`src/verilog/umb_pkg.sv`:
```
// shared constants and types of the serial mode and baud generator block
// assumes one 20 MHz ref_clk and a simple byte-wide cpu register port
package umb_pkg;

  // ------------------------------------------------------------
  // register addresses
  // ------------------------------------------------------------
  localparam logic [15:0] SYNC_MODE_ADDR  = 16'hff72;
  localparam logic [15:0] ASYNC_MODE_ADDR = 16'hffa0;
  localparam logic [15:0] BAUD_CTRL_ADDR  = 16'hffa1;
  localparam logic [15:0] DATA_ADDR       = 16'hffa2;
  localparam logic [15:0] RX_STATUS_ADDR  = 16'hffa3;
  localparam logic [7:0]  REG_RESET       = 8'h00;

  // ------------------------------------------------------------
  // baud control fields and limits
  // ------------------------------------------------------------
  localparam int          PS_MSB          = 6;
  localparam int          PS_LSB          = 4;
  localparam int          DV_MSB          = 3;
  localparam int          DV_LSB          = 0;
  localparam logic [9:0]  PRE_BASE        = 10'h004;
  localparam logic [9:0]  PRE_ONE         = 10'h001;
  localparam logic [4:0]  DIV_BASE        = 5'h0f;
  localparam logic [3:0]  DIV_PROHIBITED  = 4'hf;
  localparam logic [3:0]  DIV_MAX_CODE    = 4'he;

  // ------------------------------------------------------------
  // frame and buffer shape
  // ------------------------------------------------------------
  localparam int          DATA_W          = 8;
  localparam int          FIFO_DEPTH      = 8;
  localparam logic [2:0]  LAST_BIT_7      = 3'h6;
  localparam logic [2:0]  LAST_BIT_8      = 3'h7;

  typedef enum logic [1:0] {
    PAR_NONE = 2'h0,
    PAR_ZERO = 2'h1,
    PAR_ODD  = 2'h2,
    PAR_EVEN = 2'h3
  } umb_parity_e;

  typedef enum logic [2:0] {
    ST_IDLE  = 3'h0,
    ST_START = 3'h1,
    ST_DATA  = 3'h3,
    ST_PAR   = 3'h2,
    ST_STOP  = 3'h6
  } umb_state_e;

  // async mode register, bit 7 down to bit 0
  typedef struct packed {
    logic        tx_en;
    logic        rx_en;
    umb_parity_e parity;
    logic        char8;
    logic        stop2;
    logic        err_sup;
    logic        rsvd;
  } umb_mode_s;

  // receive error status, bits 2 down to 0
  typedef struct packed {
    logic pe;
    logic fe;
    logic ove;
  } umb_err_s;

  typedef struct packed {
    logic        wr;
    logic        rd;
    logic [15:0] addr;
    logic [7:0]  wdata;
  } umb_bus_s;

endpackage

```
`src/verilog/umb_fifo.sv`:
```
// small synchronous fifo for transmit bytes
// assumes a single clock; pushes refused while full, pops while empty
`timescale 1ns/1ps
module umb_fifo #(
  parameter int WIDTH = umb_pkg::DATA_W,
  parameter int DEPTH = umb_pkg::FIFO_DEPTH
) (
  // clock and reset
  input  wire logic             ref_clk,
  input  wire logic             rstn,
  // filling side
  input  wire logic             in_valid,
  output logic                  in_ready,
  input  wire logic [WIDTH-1:0] in_data,
  // draining side
  output logic                  out_valid,
  input  wire logic             out_ready,
  output logic [WIDTH-1:0]      out_data
);
  import umb_pkg::*;

  localparam int AW = $clog2(DEPTH);

  logic [WIDTH-1:0] mem_r [DEPTH];
  logic [AW:0]      wr_ptr_r;
  logic [AW:0]      rd_ptr_r;

  wire            push  = in_valid && in_ready;
  wire            pop   = out_valid && out_ready;
  wire [AW:0]     level = wr_ptr_r - rd_ptr_r;

  assign in_ready  = level != (AW+1)'(DEPTH);
  assign out_valid = level != '0;
  assign out_data  = mem_r[rd_ptr_r[AW-1:0]];

  always_ff @(posedge ref_clk)
  begin
    if (push)
      mem_r[wr_ptr_r[AW-1:0]] <= in_data;
  end

  always_ff @(posedge ref_clk or negedge rstn)
  begin
    if (!rstn)
    begin
      wr_ptr_r <= '0;
      rd_ptr_r <= '0;
    end
    else
    begin
      wr_ptr_r <= wr_ptr_r + (AW+1)'(push);
      rd_ptr_r <= rd_ptr_r + (AW+1)'(pop);
    end
  end

  fifo_bound_a: assert property (@(posedge ref_clk) disable iff (!rstn)
    level <= (AW+1)'(DEPTH)) else $error("fifo level beyond depth");

endmodule

```
`src/verilog/umb_baud_gen.sv`:
```
// prescaler plus 5-bit divider producing a half-bit tick enable
// assumes clr held while the owning side is idle, so each frame restarts phase
`timescale 1ns/1ps
module umb_baud_gen (
  // clock and reset
  input  wire logic       ref_clk,
  input  wire logic       rstn,
  // control
  input  wire logic       clr,
  input  wire logic [2:0] prescale,
  input  wire logic [3:0] divide,
  // tick out
  output logic            half_tick
);
  import umb_pkg::*;

  logic [8:0] pre_r;
  logic [4:0] div_r;

  // source clock is ref_clk over 2^(code+2)
  wire [9:0] pre_lim   = (PRE_BASE << prescale) - PRE_ONE;
  wire       fsck_tick = pre_r == pre_lim[8:0];
  // prohibited code runs as the largest legal one
  wire [3:0] div_code  = (divide == DIV_PROHIBITED) ? DIV_MAX_CODE : divide;
  wire [4:0] div_lim   = DIV_BASE + {1'b0, div_code};

  // two ticks per bit gives the extra factor of two in the bit rate
  // code 8'h24 at 20 MHz gives 640 clocks a bit, the 31.25 kbit/s rate
  assign half_tick = fsck_tick && (div_r == div_lim);

  always_ff @(posedge ref_clk or negedge rstn)
  begin
    if (!rstn)
    begin
      pre_r <= '0;
      div_r <= '0;
    end
    else if (clr || fsck_tick)
    begin
      pre_r <= '0;
      div_r <= (clr || half_tick) ? 5'h00 : div_r + 5'h01;
    end
    else
      pre_r <= pre_r + 9'h001;
  end

  tick_spacing_a: assert property (@(posedge ref_clk) disable iff (!rstn)
    half_tick |=> (!half_tick)[*8]) else $error("half ticks too close");

endmodule

```
`src/verilog/umb_uart_top.sv`:
```
// asynchronous serial port: mode, status and baud registers, tx and rx framing
// assumes a byte-wide cpu port with one-cycle rd/wr strobes and sync pin inputs
//
// Summary of operation
// - one data byte follows each start bit; tx and rx run concurrently.
// - two top mode bits select disabled, rx only, tx only or full duplex.
// - parity field: none, forced zero without check, odd, even.
// - length bit picks 7 or 8 data bits; stop bit picks 1 or 2 stops.
// - receiver checks just one stop bit whatever the stop setting.
// - error suppress bit blocks the completion event for a bad frame.
// - status is read only: bit2 parity, bit1 framing, bit0 overrun.
// - framing flag sets when the stop position is not high.
// - overrun sets when a frame completes before the buffer was read.
// - overrun repeats on each frame until software reads the buffer.
// - prescale field divides the system clock by 2^(n+1), n = code+1.
// - divider field divides the source by 16+k; code 15 is prohibited.
// - bit rate equals system clock over 2^(n+2) times (k+16).
// - settings exist that reach 31.25 kbit/s.
// - reset clears baud control, mode and status registers.
// - buffer read or next completion clears status; new errors set again.
// - the error event comes before the completion event of a frame.
// - writing data with tx enabled starts a frame with framing bits added.
// - 7-bit mode drops tx bit 7 and returns rx bit 7 as zero.
`timescale 1ns/1ps
module umb_uart_top (
  // clock and reset
  input  wire logic            ref_clk,
  input  wire logic            rstn,
  // cpu register port
  input  wire umb_pkg::umb_bus_s bus,
  output logic [7:0]           rdata,
  output logic                 tx_space,
  // serial pins and pin function
  input  wire logic            serial_in_pin,
  output logic                 serial_out_pin,
  output logic                 rx_pin_serial,
  output logic                 tx_pin_serial,
  // events
  output logic                 receive_error_irq,
  output logic                 receive_done_irq
);
  import umb_pkg::*;

  // ------------------------------------------------------------
  // registers and decode
  // ------------------------------------------------------------
  logic [7:0] sync_mode_r;
  umb_mode_s  mode_r;
  logic [7:0] baud_r;
  umb_err_s   status_r;
  logic [7:0] rx_buf_r;
  logic       rx_full_r;
  logic [7:0] rdata_r;

  wire sel_sync   = bus.addr == SYNC_MODE_ADDR;
  wire sel_mode   = bus.addr == ASYNC_MODE_ADDR;
  wire sel_baud   = bus.addr == BAUD_CTRL_ADDR;
  wire sel_data   = bus.addr == DATA_ADDR;
  wire sel_status = bus.addr == RX_STATUS_ADDR;
  wire rx_rd      = bus.rd && sel_data;

  // unmapped addresses read as zero
  wire [7:0] rd_mux = sel_sync   ? sync_mode_r :
                      sel_mode   ? mode_r :
                      sel_baud   ? baud_r :
                      sel_data   ? rx_buf_r :
                      sel_status ? {5'h00, status_r} : 8'h00;

  assign rdata         = rdata_r;
  assign rx_pin_serial = mode_r.rx_en;
  assign tx_pin_serial = mode_r.tx_en;

  // ------------------------------------------------------------
  // transmit path
  // ------------------------------------------------------------
  umb_state_e tx_st_r;
  umb_state_e tx_st_nxt;
  logic [2:0] tx_cnt_r;
  logic [2:0] tx_cnt_nxt;
  logic       tx_out_r;
  logic       tx_out_nxt;
  logic       tx_two_r;
  logic       tx_two_nxt;
  logic       tx_phase_r;
  logic [7:0] tx_sh_r;
  logic       tx_tick;
  logic       fifo_valid;
  logic [7:0] fifo_data;

  wire [2:0] last_idx = mode_r.char8 ? LAST_BIT_8 : LAST_BIT_7;
  // writes while tx is off, or while the fifo is full, are dropped
  wire       tx_push  = bus.wr && sel_data && mode_r.tx_en;
  wire       tx_pop   = (tx_st_r == ST_IDLE) && mode_r.tx_en && fifo_valid;
  wire       tx_adv   = tx_tick && tx_phase_r;
  wire [7:0] tx_word  = mode_r.char8 ? fifo_data : {1'b0, fifo_data[6:0]};
  wire       tx_par   = (mode_r.parity == PAR_ODD)  ? ~^tx_sh_r :
                        (mode_r.parity == PAR_EVEN) ?  ^tx_sh_r : 1'b0;

  assign serial_out_pin = tx_out_r;

  umb_fifo #(.WIDTH(DATA_W), .DEPTH(FIFO_DEPTH)) u_tx_fifo (
    .ref_clk   (ref_clk),
    .rstn      (rstn),
    .in_valid  (tx_push),
    .in_ready  (tx_space),
    .in_data   (bus.wdata),
    .out_valid (fifo_valid),
    .out_ready (tx_pop),
    .out_data  (fifo_data)
  );

  umb_baud_gen u_tx_baud (
    .ref_clk   (ref_clk),
    .rstn      (rstn),
    .clr       (tx_st_r == ST_IDLE),
    .prescale  (baud_r[PS_MSB:PS_LSB]),
    .divide    (baud_r[DV_MSB:DV_LSB]),
    .half_tick (tx_tick)
  );

  always_comb
  begin
    tx_st_nxt  = tx_st_r;
    tx_cnt_nxt = tx_cnt_r;
    tx_out_nxt = tx_out_r;
    tx_two_nxt = tx_two_r;
    unique case (tx_st_r)
      ST_IDLE:
        if (tx_pop)
        begin
          tx_st_nxt  = ST_START;
          tx_out_nxt = 1'b0;
          tx_cnt_nxt = 3'h0;
          tx_two_nxt = 1'b0;
        end
      ST_START:
        if (tx_adv)
        begin
          tx_st_nxt  = ST_DATA;
          tx_out_nxt = tx_sh_r[0];
        end
      ST_DATA:
        if (tx_adv && tx_cnt_r == last_idx)
        begin
          tx_st_nxt  = (mode_r.parity == PAR_NONE) ? ST_STOP : ST_PAR;
          tx_out_nxt = (mode_r.parity == PAR_NONE) ? 1'b1 : tx_par;
        end
        else if (tx_adv)
        begin
          tx_cnt_nxt = tx_cnt_r + 3'h1;
          tx_out_nxt = tx_sh_r[tx_cnt_r + 3'h1];
        end
      ST_PAR:
        if (tx_adv)
        begin
          tx_st_nxt  = ST_STOP;
          tx_out_nxt = 1'b1;
        end
      ST_STOP:
        if (tx_adv && mode_r.stop2 && !tx_two_r)
          tx_two_nxt = 1'b1;
        else if (tx_adv)
          tx_st_nxt = ST_IDLE;
      default:
        tx_st_nxt = ST_IDLE;
    endcase
    if (!mode_r.tx_en)
    begin
      tx_st_nxt  = ST_IDLE;
      tx_out_nxt = 1'b1;
    end
  end

  // ------------------------------------------------------------
  // receive path
  // ------------------------------------------------------------
  umb_state_e rx_st_r;
  umb_state_e rx_st_nxt;
  logic [2:0] rx_cnt_r;
  logic [2:0] rx_cnt_nxt;
  logic [7:0] rx_sh_r;
  logic       rx_par_r;
  logic       rx_phase_r;
  logic       rx_tick;
  logic       err_pend_r;
  logic       done_pend_r;
  logic       err_irq_r;
  logic       done_irq_r;

  wire rx_adv    = rx_tick && rx_phase_r;
  wire rx_done_p = (rx_st_r == ST_STOP) && rx_adv && mode_r.rx_en;
  wire par_x     = ^{rx_sh_r, rx_par_r};
  wire rx_pe     = ((mode_r.parity == PAR_ODD) && !par_x) ||
                   ((mode_r.parity == PAR_EVEN) && par_x);
  // one stop sample decides framing even with two stops set
  umb_err_s rx_err;
  assign rx_err.pe  = rx_pe;
  assign rx_err.fe  = !serial_in_pin;
  assign rx_err.ove = rx_full_r && !rx_rd;
  wire rx_bad = |rx_err;

  assign receive_error_irq = err_irq_r;
  assign receive_done_irq  = done_irq_r;

  umb_baud_gen u_rx_baud (
    .ref_clk   (ref_clk),
    .rstn      (rstn),
    .clr       (rx_st_r == ST_IDLE),
    .prescale  (baud_r[PS_MSB:PS_LSB]),
    .divide    (baud_r[DV_MSB:DV_LSB]),
    .half_tick (rx_tick)
  );

  always_comb
  begin
    rx_st_nxt  = rx_st_r;
    rx_cnt_nxt = rx_cnt_r;
    unique case (rx_st_r)
      ST_IDLE:
        if (!serial_in_pin)
          rx_st_nxt = ST_START;
      // half a bit in, the line must still be low or it was a glitch
      ST_START:
        if (rx_tick)
        begin
          rx_st_nxt  = serial_in_pin ? ST_IDLE : ST_DATA;
          rx_cnt_nxt = 3'h0;
        end
      ST_DATA:
        if (rx_adv && rx_cnt_r == last_idx)
          rx_st_nxt = (mode_r.parity == PAR_NONE) ? ST_STOP : ST_PAR;
        else if (rx_adv)
          rx_cnt_nxt = rx_cnt_r + 3'h1;
      ST_PAR:
        if (rx_adv)
          rx_st_nxt = ST_STOP;
      ST_STOP:
        if (rx_adv)
          rx_st_nxt = ST_IDLE;
      default:
        rx_st_nxt = ST_IDLE;
    endcase
    // dropping the enable aborts at once and leaves buffer and status alone
    if (!mode_r.rx_en)
      rx_st_nxt = ST_IDLE;
  end

  // ------------------------------------------------------------
  // sequential state
  // ------------------------------------------------------------
  always_ff @(posedge ref_clk or negedge rstn)
  begin
    if (!rstn)
    begin
      sync_mode_r <= REG_RESET;
      mode_r      <= umb_mode_s'(REG_RESET);
      baud_r      <= REG_RESET;
      rdata_r     <= REG_RESET;
    end
    else
    begin
      if (bus.wr && sel_sync)
        sync_mode_r <= bus.wdata;
      if (bus.wr && sel_mode)
        mode_r <= umb_mode_s'(bus.wdata);
      if (bus.wr && sel_baud)
        baud_r <= bus.wdata;
      if (bus.rd)
        rdata_r <= rd_mux;
    end
  end

  // a completion in the same cycle as a buffer read wins over the clear
  always_ff @(posedge ref_clk or negedge rstn)
  begin
    if (!rstn)
    begin
      status_r  <= umb_err_s'(3'h0);
      rx_buf_r  <= REG_RESET;
      rx_full_r <= 1'b0;
    end
    else if (rx_done_p)
    begin
      status_r  <= rx_err;
      rx_buf_r  <= rx_sh_r;
      rx_full_r <= 1'b1;
    end
    else if (rx_rd)
    begin
      status_r  <= umb_err_s'(3'h0);
      rx_full_r <= 1'b0;
    end
  end

  always_ff @(posedge ref_clk or negedge rstn)
  begin
    if (!rstn)
    begin
      tx_st_r    <= ST_IDLE;
      tx_cnt_r   <= 3'h0;
      tx_out_r   <= 1'b1;
      tx_two_r   <= 1'b0;
      tx_phase_r <= 1'b0;
      tx_sh_r    <= 8'h00;
    end
    else
    begin
      tx_st_r    <= tx_st_nxt;
      tx_cnt_r   <= tx_cnt_nxt;
      tx_out_r   <= tx_out_nxt;
      tx_two_r   <= tx_two_nxt;
      tx_phase_r <= (tx_st_r == ST_IDLE) ? 1'b0 : tx_phase_r ^ tx_tick;
      if (tx_pop)
        tx_sh_r <= tx_word;
    end
  end

  always_ff @(posedge ref_clk or negedge rstn)
  begin
    if (!rstn)
    begin
      rx_st_r    <= ST_IDLE;
      rx_cnt_r   <= 3'h0;
      rx_sh_r    <= 8'h00;
      rx_par_r   <= 1'b0;
      rx_phase_r <= 1'b0;
    end
    else
    begin
      rx_st_r    <= rx_st_nxt;
      rx_cnt_r   <= rx_cnt_nxt;
      rx_phase_r <= (rx_st_r inside {ST_IDLE, ST_START}) ? 1'b0 : rx_phase_r ^ rx_tick;
      if (rx_st_r == ST_IDLE)
        rx_sh_r <= 8'h00;
      else if (rx_st_r == ST_DATA && rx_adv)
        rx_sh_r[rx_cnt_r] <= serial_in_pin;
      if (rx_st_r == ST_PAR && rx_adv)
        rx_par_r <= serial_in_pin;
    end
  end

  // error event first, completion one cycle later
  always_ff @(posedge ref_clk or negedge rstn)
  begin
    if (!rstn)
    begin
      err_irq_r   <= 1'b0;
      done_pend_r <= 1'b0;
      done_irq_r  <= 1'b0;
    end
    else
    begin
      err_irq_r   <= rx_done_p && rx_bad;
      done_pend_r <= rx_done_p && !(rx_bad && mode_r.err_sup);
      done_irq_r  <= done_pend_r;
    end
  end

  // ------------------------------------------------------------
  // checks
  // ------------------------------------------------------------
  err_then_done_a: assert property (@(posedge ref_clk) disable iff (!rstn)
    receive_error_irq && !mode_r.err_sup |=> receive_done_irq)
    else $error("completion did not follow error event");
  err_suppress_a: assert property (@(posedge ref_clk) disable iff (!rstn)
    receive_error_irq && $past(mode_r.err_sup) |=> !receive_done_irq)
    else $error("completion raised for suppressed bad frame");
  status_read_a: assert property (@(posedge ref_clk) disable iff (!rstn)
    bus.rd && sel_status |=> rdata == {5'h00, $past(status_r)})
    else $error("status read value wrong");
  overrun_set_a: assert property (@(posedge ref_clk) disable iff (!rstn)
    rx_done_p && rx_full_r && !rx_rd |=> status_r.ove && rx_full_r)
    else $error("overrun not flagged");
  read_clears_a: assert property (@(posedge ref_clk) disable iff (!rstn)
    rx_rd && !rx_done_p |=> status_r == 3'h0 && !rx_full_r)
    else $error("buffer read did not clear status");
  framing_err_a: assert property (@(posedge ref_clk) disable iff (!rstn)
    rx_done_p && !serial_in_pin |=> status_r.fe && receive_error_irq ##1 !receive_error_irq)
    else $error("framing error not flagged");
  seven_bit_a: assert property (@(posedge ref_clk) disable iff (!rstn)
    rx_done_p && !mode_r.char8 |=> rx_buf_r[7] == 1'b0)
    else $error("bit 7 not zero in 7-bit mode");
  start_bit_a: assert property (@(posedge ref_clk) disable iff (!rstn)
    tx_pop |=> !serial_out_pin [*2])
    else $error("start bit not driven");
  tx_off_idle_a: assert property (@(posedge ref_clk) disable iff (!rstn)
    !mode_r.tx_en |=> serial_out_pin && tx_st_r == ST_IDLE)
    else $error("tx active while disabled");

endmodule

```
`config.mk`:
```
export PLATFORM = sky130hd
export DESIGN_NAME = umb_uart_top
export DESIGN_NICKNAME = d
export VERILOG_FILES = /design/src/verilog/umb_pkg.sv /design/src/verilog/umb_fifo.sv /design/src/verilog/umb_baud_gen.sv /design/src/verilog/umb_uart_top.sv
export SDC_FILE = /design/constraint.sdc
export NUM_CORES = 1
export LEC_CHECK = 0
export BUFFER_PORTS_ARGS = -buffer_cell sky130_fd_sc_hd__buf_2
export CAP_MARGIN = 20
export CORE_ASPECT_RATIO = 1.25
export CORE_MARGIN = 2
export CORE_UTILIZATION = 30
export CTS_CLUSTER_SIZE = 25
export DETAILED_ROUTE_END_ITERATION = 12
export PLACE_DENSITY_LB_ADDON = 0.3
export SLEW_MARGIN = 20
export SYNTH_ARGS = -nofsm -noshare
export SYNTH_HDL_FRONTEND = slang
export SYNTH_HIERARCHICAL = 1
export SYNTH_SLANG_ARGS = --single-unit
```
`constraint.sdc`:
```
create_clock -name ref_clk -period 4.85 [get_ports ref_clk]
set_clock_uncertainty 0.05 [all_clocks]
set_input_delay 0 -clock ref_clk [delete_from_list [all_inputs] [get_ports ref_clk]]
set_output_delay 0 -clock ref_clk [all_outputs]
set_load 0.01 [all_outputs]
```
==> results_dict.tcl <==
set metrics [dict create \
    wl_per_cell_um 15.9 \
    rows 71 \
    firstDrtPassIters 5 \
    yosysWarnings 6 \
    worstReg2RegStart "baud_r[5]$_DFFE_PN0P_" \
    muxShareOfSynthArea_pct 9.89 \
    yosysUniqueCellTypes 70 \
    grt_max_degree 74 \
    leakage_nw 4.25 \
    cp-start-kind "flop" \
    synthAdderAreaFrac_pct 2.08 \
    postCtsResizedCells 0 \
    grt_pass1_vias 6296 \
    synth_cells 803 \
    powerDensity_nw_per_um2 326 \
    grt-ovfl-total 0 \
    status "finished clean" \
    htreeDepth 4 \
    cp-end-kind "flop" \
    die_x_um 159 \
    antenna_found_initial 2 \
    num_vias 6186 \
    tightest_slew_ns 0.741 \
    worstHoldPathCells 3 \
    insertion_delay_ns 0.43 \
    critPathMaxFanout 18 \
    gp_congestion 0.805 \
    areaGrowthSynthToFinish_pct 15.8 \
    clock-sinks 180 \
    pre_cts_ws_ns 1.03 \
    synth_compound_area_share_pct 10.1 \
    drt_iter0_markers 342 \
    synth-edff-count 64 \
    cts_made_buffers 17 \
    hpwl_mm 13.9 \
    cts_tree "built" \
    ys_ff_latch 180 \
    grt_use_total_pct 13.4 \
    slew-limit-headroom_pct 50.4 \
    clock_path_buffers 2 \
    ys.flop_type "dfrtp_1" \
    max_cap_violations 0 \
    io-pin-count 43 \
    die_area_sq_um 31500 \
    crit_arrival_ns 4.09 \
    synth_area_per_cell_sq_um 11.3 \
    rsz0062_at_grt "false" \
    holdCritStartpoint "bus[25]" \
    clk_pin_slew_ns 0.07 \
    synth_xor_xnor_area_share_pct 4.22 \
    port_buffers 42 \
    grt_pass1_wl_mm 33.5 \
    async_flop_share_pct 64.4 \
    finalSetupViolations 0 \
    final_hold_viol_count 0 \
    syn_nets 847 \
    synthSimpleGateAreaFrac_pct 17.3 \
    vdd_drop_max_mv 0.194 \
    timing.final.ws_setup_ns 1.04 \
    fmax_mhz 263 \
    critPathRequiredTime_ns 5.13 \
    cp-startpoint "baud_r[5]$_DFFE_PN0P_" \
    critical_path_class "reg2reg" \
    antenna_left 0 \
    drive_gt1_share_pct 18.4 \
    fin_crit_sh_pct 78.5 \
    die_h_um 198 \
    netlist_area_sq_um 9030 \
    fin_setup_tns_ns 0 \
    final_nets 902 \
    synth_top_family_by_area "simple AND/OR/NAND/NOR gates" \
    viasPerCell 4.86 \
    ff2ff_path_depth 10 \
    cts.root.buffer_cell "clkbuf_16" \
    start_util_pct 30.3 \
    min_path_type "in2reg" \
    wirelength_mm 20.3 \
    drcViolationCount 0 \
    period_minus_slack_ns 3.81 \
    coreArea_sq_um 29800 \
    yosysSeqAreaShare_pct 53.4 \
    drv_slew 0 \
]
registers in the layout, indices dropped and copies added (netlist names), 4 cells and up:
name / count
u_tx_fifo/wr_ptr_r: 4
rdata: 8
rx_buf_r: 8
tx_sh_r: 8
u_tx_baud/pre_r: 9
mode_r: 6
rx_sh_r: 8
u_tx_fifo/mem_r: 64
u_tx_fifo/rd_ptr_r: 4
baud_r: 8
u_rx_baud/pre_r: 9
sync_mode_r: 8
u_rx_baud/div_r: 5
u_tx_baud/div_r: 5
Yosys cell counts (all sizes together) (9+ instances only):
cell type / instances / area share (%)
nor3: 22 / 1.2
dfrtp: 115 / 32
nand3: 25 / 1.4
ha: 15 / 2.1
a21oi: 12 / 0.66
a22oi: 11 / 0.91
nand2b: 12 / 0.83
o21ai: 58 / 3.3
edfxtp: 64 / 21
mux2: 26 / 3.4
nor2: 56 / 2.3
xnor2: 34 / 3.3
and3: 9 / 0.65
nand2: 117 / 4.9
mux2i: 18 / 2.0
nor2b: 15 / 1.0
inv: 27 / 1.1
buf: 10 / 0.83
clkbuf: 24 / 1.0
mux4: 18 / 4.5
report_power, final:
group          switching, W  internal [W]  total, W  leakage, nW
combinational      0.000141      0.000115  0.000256         1.81
sequential        0.0000594       0.00162   0.00168         2.14
clock              0.000678      0.000797   0.00148        0.306
total              0.000878       0.00253   0.00341         4.25
kinds of logic after synthesis:
group / count (synthesis)
flops: 180
mux: 62
simple gates: 307
compound gates: 135
buf+inv: 62
xor+xnor: 42
fa+ha+maj: 15
cell type report:
cell class / count / area [sq um]
diodes: 2 / 5.00
multi-input cells: 561 / 3940
flip-flops and latches: 180 / 4830
repair buffers: 70 / 459
inverters: 28 / 105
clock buffers: 17 / 425
fillers: 3021 / 19400
well taps: 401 / 502
clock inverters: 15 / 203
per-layer routing:
layer | share of wire (%) | up-vias | track usage (%)
met4 | 1.3 | 0 | 4.01
met1 | 44 | 3104 | 16.4
met5 | 0 | - | 0
met2 | 52 | 59 | 24.0
met3 | 2.3 | 15 | 2.66
li1 | - | 3008 | -
path summary, 6_finish.rpt:
| check | endpoint | slack, ns |
|---|---|---|
| max | rx_sh_r[2]$_DFFE_PN0P_ | 1.04 |
| min | tx_pin_serial$_DFFE_PN0P_ | 0.02 |
| max reg2reg | rx_sh_r[2]$_DFFE_PN0P_ | 1.04 |
| min reg2reg | receive_done_irq$_DFF_PN0_ | 0.31 |
| max in group asynchronous | rx_buf_r[3]$_DFFE_PN0P_ | 3.56 |
| min in group asynchronous | tx_cnt_r[2]$_DFFE_PN0P_ | 0.13 |
metrics by stage:
step / hold slack (ns) / utilization, % / cells / cell area, sq um / total power (W)
2_1_floorplan: -0.346 / - / 803 / 9030 / 0.00187
3_3_place_gp: 0.177 / 32.5 / 1227 / 9700 / 0.00195
3_5_place_dp: 0.185 / 32.5 / 1227 / 9700 / 0.00196
4_1_cts: 0.00830 / 35.0 / 1272 / 10500 / 0.00346
5_1_grt: 0.0147 / 35.0 / 1273 / 10500 / 0.00355
6_report: 0.0231 / 35.1 / 1274 / 10500 / 0.00341
worst max-delay path: stages, from the launching register on:
cell and delay, ns:
dfrtp_1 0.56, or4_4 0.60, a221oi_4 0.28, nand4_2 0.19, nor3_1 0.42, ha_1 0.42
nand2_1 0.20, or3_1 0.47, nor3b_1 0.26, mux2i_1 0.21, nor2_1 0.05
what timing repair did:
item                                    4_1_cts  5_1_grt
endpoints found under the setup margin        0        0
hold buffers                                 13        0
buffers inserted                              0        0
endpoints found under the hold margin       173        0
layout by cell type (no fill, tap or decap), types with 3 or more instances in the layout:
cell           synthesis  final
nand2_1              117    117
dfrtp_1              115    115
edfxtp_1              64     64
nor2_1                56     56
o21ai_0               56     56
buf_2                  3     41
xnor2_1               34     34
inv_1                 27     27
nand3_1               24     24
nor3_1                22     22
mux2_2                22     22
mux2i_1               18     18
mux4_2                18     18
clkbuf_16              0     17
nor2b_1               15     15
ha_1                  15     15
buf_4                  3     15
dlygate4sd3_1          0     13
nand2b_1              12     12
a21oi_1               12     12
a22oi_1               11     11
and3_1                 7      7
xor2_1                 7      7
o2bb2ai_1              7      7
a31oi_1                7      7
o22ai_1                7      7
or3_1                  6      6
nor3b_1                6      6
inv_8                  0      6
nand4_1                4      4
nand3b_1               4      4
a41oi_1                4      4
o31ai_1                4      4
mux2_4                 4      4
nor4b_1                4      4
or3b_1                 3      3
or4_4                  3      3
nor4_1                 3      3
a21boi_0               3      3
Power figures use the tool's default switching activity.
